**src/hw/mcc_map.svh**
```systemverilog
`ifndef MCC_MAP_SVH
`define MCC_MAP_SVH

// register addresses on the internal register port
`define MCC_ADDR_CFG_ONE   8'h18
`define MCC_ADDR_CFG_TWO   8'h19
`define MCC_CFG_RESET      8'h00
`define MCC_RD_UNMAPPED    8'h00

// control_config_one field positions
`define MCC_ONE_MONITOR    0
`define MCC_ONE_MUX_LO     1
`define MCC_ONE_MUX_HI     2
`define MCC_ONE_PIN9_ANA   3
`define MCC_ONE_RSVD       4
`define MCC_ONE_INT_OFF    5
`define MCC_ONE_INT_POL    6
`define MCC_ONE_STANDBY    7

// control_config_two field positions
`define MCC_TWO_CHAN_LO    0
`define MCC_TWO_CHAN_HI    2
`define MCC_TWO_SINGLE     4
`define MCC_TWO_AVG_OFF    5
`define MCC_TWO_TMO_EN     6
`define MCC_TWO_SW_RESET   7

// averaging depths
`define MCC_AVG_DEFAULT    5'h10
`define MCC_AVG_NONE       5'h01

// serial clock low timeout
`define MCC_TMO_MS         25
`define MCC_CLK_KHZ        25000
`define MCC_TMO_CYCLES     (`MCC_TMO_MS * `MCC_CLK_KHZ)
`define MCC_TMO_WIDTH      20

`endif

```
**src/hw/mcc_pkg.sv**
```systemverilog
`default_nettype none

package mcc_pkg;

  // analog mux of the shared pins
  typedef enum logic [1:0] {
    MCC_MUX_AIN_PAIR = 2'b00,
    MCC_MUX_UNDEF_A  = 2'b01,
    MCC_MUX_EXT_DIODE = 2'b10,
    MCC_MUX_UNDEF_B  = 2'b11
  } mcc_mux_type;

  // resolved single-channel conversion source
  typedef enum logic [2:0] {
    MCC_SRC_SUPPLY   = 3'b000,
    MCC_SRC_INT_TEMP = 3'b001,
    MCC_SRC_EXT_TEMP = 3'b010,
    MCC_SRC_AIN_ONE  = 3'b011,
    MCC_SRC_AIN_TWO  = 3'b100,
    MCC_SRC_AIN_THREE = 3'b101,
    MCC_SRC_AIN_FOUR = 3'b110,
    MCC_SRC_NONE     = 3'b111
  } mcc_src_type;

endpackage : mcc_pkg

`default_nettype wire

```
**src/hw/mcc_scl_timeout.sv**
```systemverilog
`timescale 1ns/1ps
`default_nettype none
`include "mcc_map.svh"

module mcc_scl_timeout #(
  parameter int unsigned LIMIT = `MCC_TMO_CYCLES
) (
  input  wire logic core_clk,
  input  wire logic nrst,
  input  wire logic enable,
  input  wire logic sclLow,
  output logic      expired_q
);

  localparam logic [`MCC_TMO_WIDTH-1:0] LIMIT_W = LIMIT[`MCC_TMO_WIDTH-1:0];

  logic [`MCC_TMO_WIDTH-1:0] lowCount_q;

  // count how long the serial clock stays low
  always_ff @(posedge core_clk) begin
    if (!nrst || !enable || !sclLow) begin
      lowCount_q <= '0;
    end else if (lowCount_q != LIMIT_W) begin
      lowCount_q <= lowCount_q + 1'b1;
    end
  end

  // flag holds until the clock goes high again
  always_ff @(posedge core_clk) begin
    if (!nrst || !enable || !sclLow) begin
      expired_q <= 1'b0;
    end else if (lowCount_q == LIMIT_W - 1'b1) begin
      expired_q <= 1'b1;
    end
  end

endmodule : mcc_scl_timeout
`default_nettype wire

```
**src/hw/mcc_regs.sv**
```systemverilog
// How it works
// monitoring runs only while the enable bit is 1, starting in round robin after power-up.
// mux field 00 routes the shared pins to analog inputs one and two, 10 to the thermal diode.
// the pin-function bit picks load strobe (0) or analog input three (1) and masks the update-source bit.
// the host writes 0 to reserved bit four of the first register.
// the interrupt output is enabled when its disable bit is 0.
// the polarity bit makes the interrupt active low (0) or active high (1).
// the standby bit powers down ADC and DACs while register access keeps working.
// the channel field picks supply, internal temp, ext temp or inputs one to four; 110 and 111 are reserved.
// channel code 010 resolves to external temperature or input one by the mux field.
// the cycle-type bit picks round robin (0) or single channel (1).
// measurements average over 16 conversions unless the averaging-disable bit is 1.
// with timeout enabled a serial clock held low for 25 ms releases the data line.
// writing 1 to the software reset bit returns all registers and DAC outputs to defaults.
// both registers are 8 bits, read/write, and zero after power-up.
// update-source 0 lets the load-strobe pin update DACs, 1 hands it to the configuration registers.
// a disabled interrupt output sits at the inactive level of the chosen polarity.
`timescale 1ns/1ps
`default_nettype none
`include "mcc_map.svh"

module mcc_regs
  import mcc_pkg::*;
#(
  parameter int unsigned TMO_CYCLES = `MCC_TMO_CYCLES
) (
  input  wire logic        core_clk,
  input  wire logic        nrst,
  input  wire logic [7:0]  regAddr,
  input  wire logic        regWrEn,
  input  wire logic [7:0]  regWrData,
  input  wire logic        regRdEn,
  output logic      [7:0]  regRdData_q,
  input  wire logic        alarmEvent,
  input  wire logic        updateSourceBit,
  input  wire logic        dacLoadStrobePin,
  input  wire logic        sclPin,
  output logic             intOut_q,
  output logic             monitorRun_q,
  output logic             singleChannel_q,
  output mcc_mux_type      analogMux_q,
  output logic             pin9Analog_q,
  output mcc_src_type      convSource_q,
  output logic      [4:0]  averageDepth_q,
  output logic             standby_q,
  output logic             pinControlsUpdate_q,
  output logic             dacPinLoad_q,
  output logic             swResetPulse_q,
  output logic             sdaRelease_q
);

  logic [7:0] cfgOne_q;
  logic [7:0] cfgTwo_q;
  logic       swReset;
  logic       wrOne;
  logic       wrTwo;
  logic [1:0] ldacSync_q;
  logic       ldacPrev_q;
  logic [1:0] sclSync_q;
  logic       tmoExpired_q;
  mcc_src_type srcNext;

  assign wrOne   = regWrEn && (regAddr == `MCC_ADDR_CFG_ONE);
  assign wrTwo   = regWrEn && (regAddr == `MCC_ADDR_CFG_TWO);
  // soft reset request
  assign swReset = wrTwo && regWrData[`MCC_TWO_SW_RESET];

  // first register, cleared by reset
  // soft reset clears it too
  always_ff @(posedge core_clk) begin
    if (!nrst || swReset) begin
      cfgOne_q <= `MCC_CFG_RESET;
    end else if (wrOne) begin
      cfgOne_q <= regWrData;
    end
  end

  // second register; the reset bit never stays set
  always_ff @(posedge core_clk) begin
    if (!nrst || swReset) begin
      cfgTwo_q <= `MCC_CFG_RESET;
    end else if (wrTwo) begin
      cfgTwo_q <= regWrData;
    end
  end

  // read data appears the cycle after the strobe
  always_ff @(posedge core_clk) begin
    if (!nrst) begin
      regRdData_q <= `MCC_RD_UNMAPPED;
    end else if (regRdEn) begin
      unique case (regAddr)
        `MCC_ADDR_CFG_ONE: regRdData_q <= cfgOne_q;
        `MCC_ADDR_CFG_TWO: regRdData_q <= cfgTwo_q;
        default:           regRdData_q <= `MCC_RD_UNMAPPED;
      endcase
    end
  end

  // resolve the channel code to a source
  always_comb begin
    srcNext = MCC_SRC_NONE;
    unique case (cfgTwo_q[`MCC_TWO_CHAN_HI:`MCC_TWO_CHAN_LO])
      3'h0: srcNext = MCC_SRC_SUPPLY;
      3'h1: srcNext = MCC_SRC_INT_TEMP;
      3'h2: srcNext = (cfgOne_q[`MCC_ONE_MUX_HI:`MCC_ONE_MUX_LO] == MCC_MUX_EXT_DIODE)
                      ? MCC_SRC_EXT_TEMP : MCC_SRC_AIN_ONE;
      3'h3: srcNext = MCC_SRC_AIN_TWO;
      3'h4: srcNext = MCC_SRC_AIN_THREE;
      3'h5: srcNext = MCC_SRC_AIN_FOUR;
      default: srcNext = MCC_SRC_NONE;
    endcase
  end

  // mode outputs for the conversion datapath
  always_ff @(posedge core_clk) begin
    if (!nrst) begin
      monitorRun_q    <= 1'b0;
      singleChannel_q <= 1'b0;
      analogMux_q     <= MCC_MUX_AIN_PAIR;
      pin9Analog_q    <= 1'b0;
      convSource_q    <= MCC_SRC_SUPPLY;
      averageDepth_q  <= `MCC_AVG_DEFAULT;
      standby_q       <= 1'b0;
    end else begin
      // monitoring gated by enable and standby
      monitorRun_q    <= cfgOne_q[`MCC_ONE_MONITOR] && !cfgOne_q[`MCC_ONE_STANDBY];
      // cycle type
      singleChannel_q <= cfgTwo_q[`MCC_TWO_SINGLE];
      // shared pin mux
      analogMux_q     <= mcc_mux_type'(cfgOne_q[`MCC_ONE_MUX_HI:`MCC_ONE_MUX_LO]);
      // pin nine function
      pin9Analog_q    <= cfgOne_q[`MCC_ONE_PIN9_ANA];
      convSource_q    <= srcNext;
      // averaging depth
      averageDepth_q  <= cfgTwo_q[`MCC_TWO_AVG_OFF] ? `MCC_AVG_NONE : `MCC_AVG_DEFAULT;
      // standby powers down analog parts
      standby_q       <= cfgOne_q[`MCC_ONE_STANDBY];
    end
  end

  // interrupt pin level
  always_ff @(posedge core_clk) begin
    if (!nrst) begin
      intOut_q <= 1'b1;
    end else if (!cfgOne_q[`MCC_ONE_INT_OFF] && alarmEvent) begin
      intOut_q <= cfgOne_q[`MCC_ONE_INT_POL];
    end else begin
      intOut_q <= !cfgOne_q[`MCC_ONE_INT_POL];
    end
  end

  // load strobe pin synchroniser and edge memory
  always_ff @(posedge core_clk) begin
    if (!nrst) begin
      ldacSync_q <= 2'b11;
      ldacPrev_q <= 1'b1;
    end else begin
      ldacSync_q <= {ldacSync_q[0], dacLoadStrobePin};
      ldacPrev_q <= ldacSync_q[1];
    end
  end

  // update source and pin load pulse
  always_ff @(posedge core_clk) begin
    if (!nrst) begin
      pinControlsUpdate_q <= 1'b1;
      dacPinLoad_q        <= 1'b0;
    end else begin
      pinControlsUpdate_q <= !cfgOne_q[`MCC_ONE_PIN9_ANA] && !updateSourceBit;
      dacPinLoad_q        <= pinControlsUpdate_q && ldacPrev_q && !ldacSync_q[1];
    end
  end

  // reset pulse to DAC outputs
  always_ff @(posedge core_clk) begin
    if (!nrst) begin
      swResetPulse_q <= 1'b0;
    end else begin
      swResetPulse_q <= swReset;
    end
  end

  // serial clock synchroniser
  always_ff @(posedge core_clk) begin
    if (!nrst) begin
      sclSync_q <= 2'b11;
    end else begin
      sclSync_q <= {sclSync_q[0], sclPin};
    end
  end

  // low-time watchdog on the serial clock
  mcc_scl_timeout #(
    .LIMIT (TMO_CYCLES)
  ) u_tmo (
    .core_clk  (core_clk),
    .nrst      (nrst),
    .enable    (cfgTwo_q[`MCC_TWO_TMO_EN]),
    .sclLow    (!sclSync_q[1]),
    .expired_q (tmoExpired_q)
  );

  always_ff @(posedge core_clk) begin
    if (!nrst) begin
      sdaRelease_q <= 1'b0;
    end else begin
      sdaRelease_q <= tmoExpired_q;
    end
  end
endmodule : mcc_regs
`default_nettype wire

```
**config.mk**
```make
export PLATFORM = sky130hd
export DESIGN_NAME = mcc_regs
export DESIGN_NICKNAME = d
export VERILOG_FILES = /design/src/hw/mcc_pkg.sv /design/src/hw/mcc_scl_timeout.sv /design/src/hw/mcc_regs.sv
export VERILOG_INCLUDE_DIRS = /design/src /design/src/hw
export SDC_FILE = /design/constraint.sdc
export NUM_CORES = 1
export LEC_CHECK = 0
export ABC_AREA = 1
export BUFFER_PORTS_ARGS = -buffer_cell sky130_fd_sc_hd__clkbuf_2
export CORE_UTILIZATION = 30
export DETAILED_ROUTE_END_ITERATION = 10
export PLACE_DENSITY = 0.58
export SLEW_MARGIN = 20
export SYNTH_ARGS = -nofsm -noshare
export SYNTH_HDL_FRONTEND = slang
export SYNTH_SLANG_ARGS = --single-unit
export TNS_END_PERCENT = 100
```
**constraint.sdc**
```tcl
create_clock -name core_clk -period 2.8 [get_ports core_clk]
set_input_delay 0.28 -clock core_clk [delete_from_list [all_inputs] [get_ports core_clk]]
set_output_delay 0.28 -clock core_clk [all_outputs]
set_load 0.02 [all_outputs]
```
==> run_results.csv <==
group,metric,value,unit
run_status,outcome,"finished, final reports clean",
worst_setup_path,cp_data_arrival_time,1810,ps
power_and_ir_drop,internal_power,1.39,mW
clocking,cts.repair.resized,0,
logic_synthesis,synth_sequential_area_ratio,45.6,%
route,wl_per_cell,10.6,um
timing,final_worst_path_cycle_share,55.7,%
timing,unrepaired_setup_endpoints_after_global_routing,"false",
finish,final_core_utilization,37.0,%
floorplan,io_pins,51,
finish,final_layout_size_suffix_gt1_share,20.6,%
route,totalWireLength,6150,um
logic_synthesis,yosysTopAreaCell,"sky130_fd_sc_hd__dfxtp_1",
logic_synthesis,netlist_area,2900,um2
clocking,sinks_on_the_clock_net,66,
power_and_ir_drop,power_density,525,nW/um2
timing,final-hold-violation-count,0,
logic_synthesis,netlist_instances,395,
power_and_ir_drop,totalPowerFinal,1.81,mW
finish,syn2layout_area_growth,18.6,%
timing,layout_min_cycle_time,1560,ps
run,max_cap_violations,0,
power_and_ir_drop,switchingPower,0.421,mW
placed_design,detailed_place_hpwl,4680,um
logic_synthesis,postSynthAreaPerCell,7.34,um2
logic_synthesis,asyncSetResetFlopFracSynth,0,%
logic_synthesis,post_synthesis_sequential_element_count,66,
clocking,postCtsSetupRepairBufs,0,
floorplan,die-height,100,um
floorplan,core_area,9280,um2
floorplan,floorplan.initialDensity,31.2,%
grt,grt_util_all_layers,13.7,%
clocking,clk-insertion-delay-late,340,ps
timing,skew,10.5,ps
placed_design,numPortBuffers,47,
route,route.antenna.remaining_nets,0,
worst_setup_path,crit_end,"u_tmo.lowCount_q[14]",
worst_setup_path,timing.reg2reg.setup_slack,1240,ps
worst_setup_path,worst_setup_path_startpoint,"u_tmo.lowCount_q[0]",
logic_synthesis,synth-main-ff-cell,"sky130_fd_sc_hd__dfxtp_1",
timing,relSlewSlack,63.9,%
floorplan,die_area,10100,um2
grt,grt_pass1_vias,2372,
worst_setup_path,critical_register_to_register_path_endpoint,"u_tmo.lowCount_q[14]",
clocking,tritoncts,"built",
clocking,cts-htree-levels,3,
grt,antenna_found_initial,0,
clocking,numCtsBuffers,9,
worst_setup_path,timing.rr.start,"u_tmo.lowCount_q[0]",
power_and_ir_drop,irDropWorstVdd,0.214,mV
worst_setup_path,cp_data_required_time,3050,ps
placed_design,gpl.final_weighted_congestion,0.815,
clocking,clk_pin_slew_worst_paths,80,ps
min_path,hold_removal_path_class,"primary input to flop",
finish,nNetsFinal,472,
timing,fin_ws,1240,ps
placed_design,pre_cts_ws,981,ps
logic_synthesis,yosys.cell_count.top_type,"sky130_fd_sc_hd__nand2_1",
logic_synthesis,synth-edff-count,0,
timing,max_freq,641,MHz
grt,grt_max_degree,20,
worst_setup_path,setup.worst_path.end_class,"flop",
power_and_ir_drop,combPwrFrac,5.2,%
route,drtPass1Iterations,4,
worst_setup_path,crit_path_start_kind,"flop",
clocking,postCtsHoldBufs,0,
finish,antenna_cells,0,
logic_synthesis,synth_warnings,0,
timing,slew_viol_final,0,
power_and_ir_drop,netSwitchingFraction,23.3,%
worst_setup_path,ff2ff_path_depth,8,
grt,grt_remaining_overflow,0,
logic_synthesis,synth_top_cell_area_share,45.6,%
logic_synthesis,synth_top_cells_by_area,"sky130_fd_sc_hd__dfxtp_1 46%, sky130_fd_sc_hd__nand2_1 13%, sky130_fd_sc_hd__nor2_1 7.4%, sky130_fd_sc_hd__inv_1 6.1%, sky130_fd_sc_hd__nand3_1 5.0%",
route,vias_per_cell,4.36,
clocking,clock_path_buffers,2,
timing,final-setup-viol-count,0,
logic_synthesis,ys_types,31,
timing,tightestPinTransition,541,ps
worst_setup_path,setup.worst_path.class,"flop to flop",
clocking,clockRootBuffer,"sky130_fd_sc_hd__clkbuf_8",
logic_synthesis,synth_common_cells,"104 x sky130_fd_sc_hd__nand2_1, 66 x sky130_fd_sc_hd__dfxtp_1, 57 x sky130_fd_sc_hd__nor2_1, 47 x sky130_fd_sc_hd__inv_1, 29 x sky130_fd_sc_hd__nand3_1",
floorplan,num_rows,35,
route,vias,2529,
grt,grt_pass1_wl,10700,um
floorplan,die_w,100,um
power_and_ir_drop,seq_power_share,52.8,%
power_and_ir_drop,power.leakage,1.48,nW
timing,setup-tns-final,0,ps
route,drt_iter0_markers,63,
worst_setup_path,crit_fanout,6,
power_and_ir_drop,p_clk_share,42.0,%
route,drcViolationCount,0,
-- kinds of logic after synthesis --
logic type                 share of synthesized area [%]
and+or+nand+nor                                     34.3
buffers and inverters                               8.50
DFF                                                 45.6
adders and majority gates                          0.863
other                                              0.129
AOI/OAI and AO/OA                                   10.6
-- worst min path at each step --
stage | from | to | slack, ps | cells past startpoint
6_report | dacLoadStrobePin | ldacSync_q[0] | 130 | 2
3_5_place_dp | ldacSync_q[0] | ldacSync_q[1] | 400 | 1
3_3_place_gp | ldacSync_q[0] | ldacSync_q[1] | 400 | 1
2_1_floorplan | updateSourceBit | pinControlsUpdate_q | 380 | 1
5_1_grt | dacLoadStrobePin | ldacSync_q[0] | 110 | 2
4_1_cts | dacLoadStrobePin | ldacSync_q[0] | 120 | 2
-- registers in the layout, indices dropped and copies added (netlist names), 2 cells and up --
name and flops:
cfgOne_q 8, regRdData_q 8, averageDepth_q 2, convSource_q 3
ldacSync_q 2, u_tmo.lowCount_q 20, sclSync_q 2, analogMux_q 2
cfgTwo_q 8
-- power by group through the flow --
stage	Clock, mW	Combinational (mW)	Sequential, mW
floorplan	0	0.0549	0.984
global placement	0	0.0939	0.976
detailed placement	0	0.0953	0.976
CTS	0.786	0.0955	0.954
global route	0.829	0.105	0.955
finish	0.759	0.0937	0.954
-- per-stage QoR --
| stage | cell area (um2) | hold WS [ps] | cells |
|---|---|---|---|
| floorplan | 2910 | 380 | 397 |
| global placement | 3250 | 397 | 564 |
| detailed placement | 3250 | 400 | 564 |
| CTS | 3440 | 117 | 580 |
| global route | 3440 | 115 | 580 |
| finish | 3440 | 129 | 580 |
-- worst max-delay path, stage by stage (launching register included) --
cell and delay (ps):
sky130_fd_sc_hd__dfxtp_1 380, sky130_fd_sc_hd__ha_1 260, sky130_fd_sc_hd__nand2_1 140, sky130_fd_sc_hd__nor2_4 170
sky130_fd_sc_hd__nand2_1 90, sky130_fd_sc_hd__nor2_1 190, sky130_fd_sc_hd__nand2_1 100, sky130_fd_sc_hd__nor2_1 90
sky130_fd_sc_hd__nor2_1 50
-- cell usage in the layout, fill, tap and decap left out, types with 2 or more instances in the layout --
| master | n |
|---|---|
| sky130_fd_sc_hd__nand3_1 | 29 |
| sky130_fd_sc_hd__clkinv_2 | 4 |
| sky130_fd_sc_hd__nand2_2 | 2 |
| sky130_fd_sc_hd__ha_1 | 2 |
| sky130_fd_sc_hd__conb_1 | 3 |
| sky130_fd_sc_hd__inv_1 | 47 |
| sky130_fd_sc_hd__a21oi_1 | 23 |
| sky130_fd_sc_hd__o21ai_0 | 12 |
| sky130_fd_sc_hd__dfxtp_1 | 66 |
| sky130_fd_sc_hd__nor2_8 | 2 |
| sky130_fd_sc_hd__nand2_1 | 104 |
| sky130_fd_sc_hd__clkbuf_2 | 47 |
| sky130_fd_sc_hd__nor3_1 | 2 |
| sky130_fd_sc_hd__nand4_1 | 3 |
| sky130_fd_sc_hd__nor2_4 | 3 |
| sky130_fd_sc_hd__or2_2 | 5 |
| sky130_fd_sc_hd__inv_2 | 3 |
| sky130_fd_sc_hd__clkbuf_8 | 9 |
| sky130_fd_sc_hd__nand3b_1 | 4 |
| sky130_fd_sc_hd__nand3_4 | 2 |
| sky130_fd_sc_hd__nor2_1 | 57 |
| sky130_fd_sc_hd__a21oi_2 | 10 |
-- cell type report --
cell class	instances	area, um2
inverter	50	188
fill	1033	5850
sequential	66	1320
multi-input combinational	271	1340
timing repair buffer	48	243
clock inverter	6	57.6
clock buffer	10	128
tap	129	161
-- per-layer routing --
metal	vias up	GRT usage [%]	routed length [um]
li1	1338	-	-
met1	1124	16.7	2750
met2	56	22.8	3020
met3	11	3.76	312
met4	0	5.69	65
met5	-	0	0
Note: power is estimated with default switching activity, not from simulation.
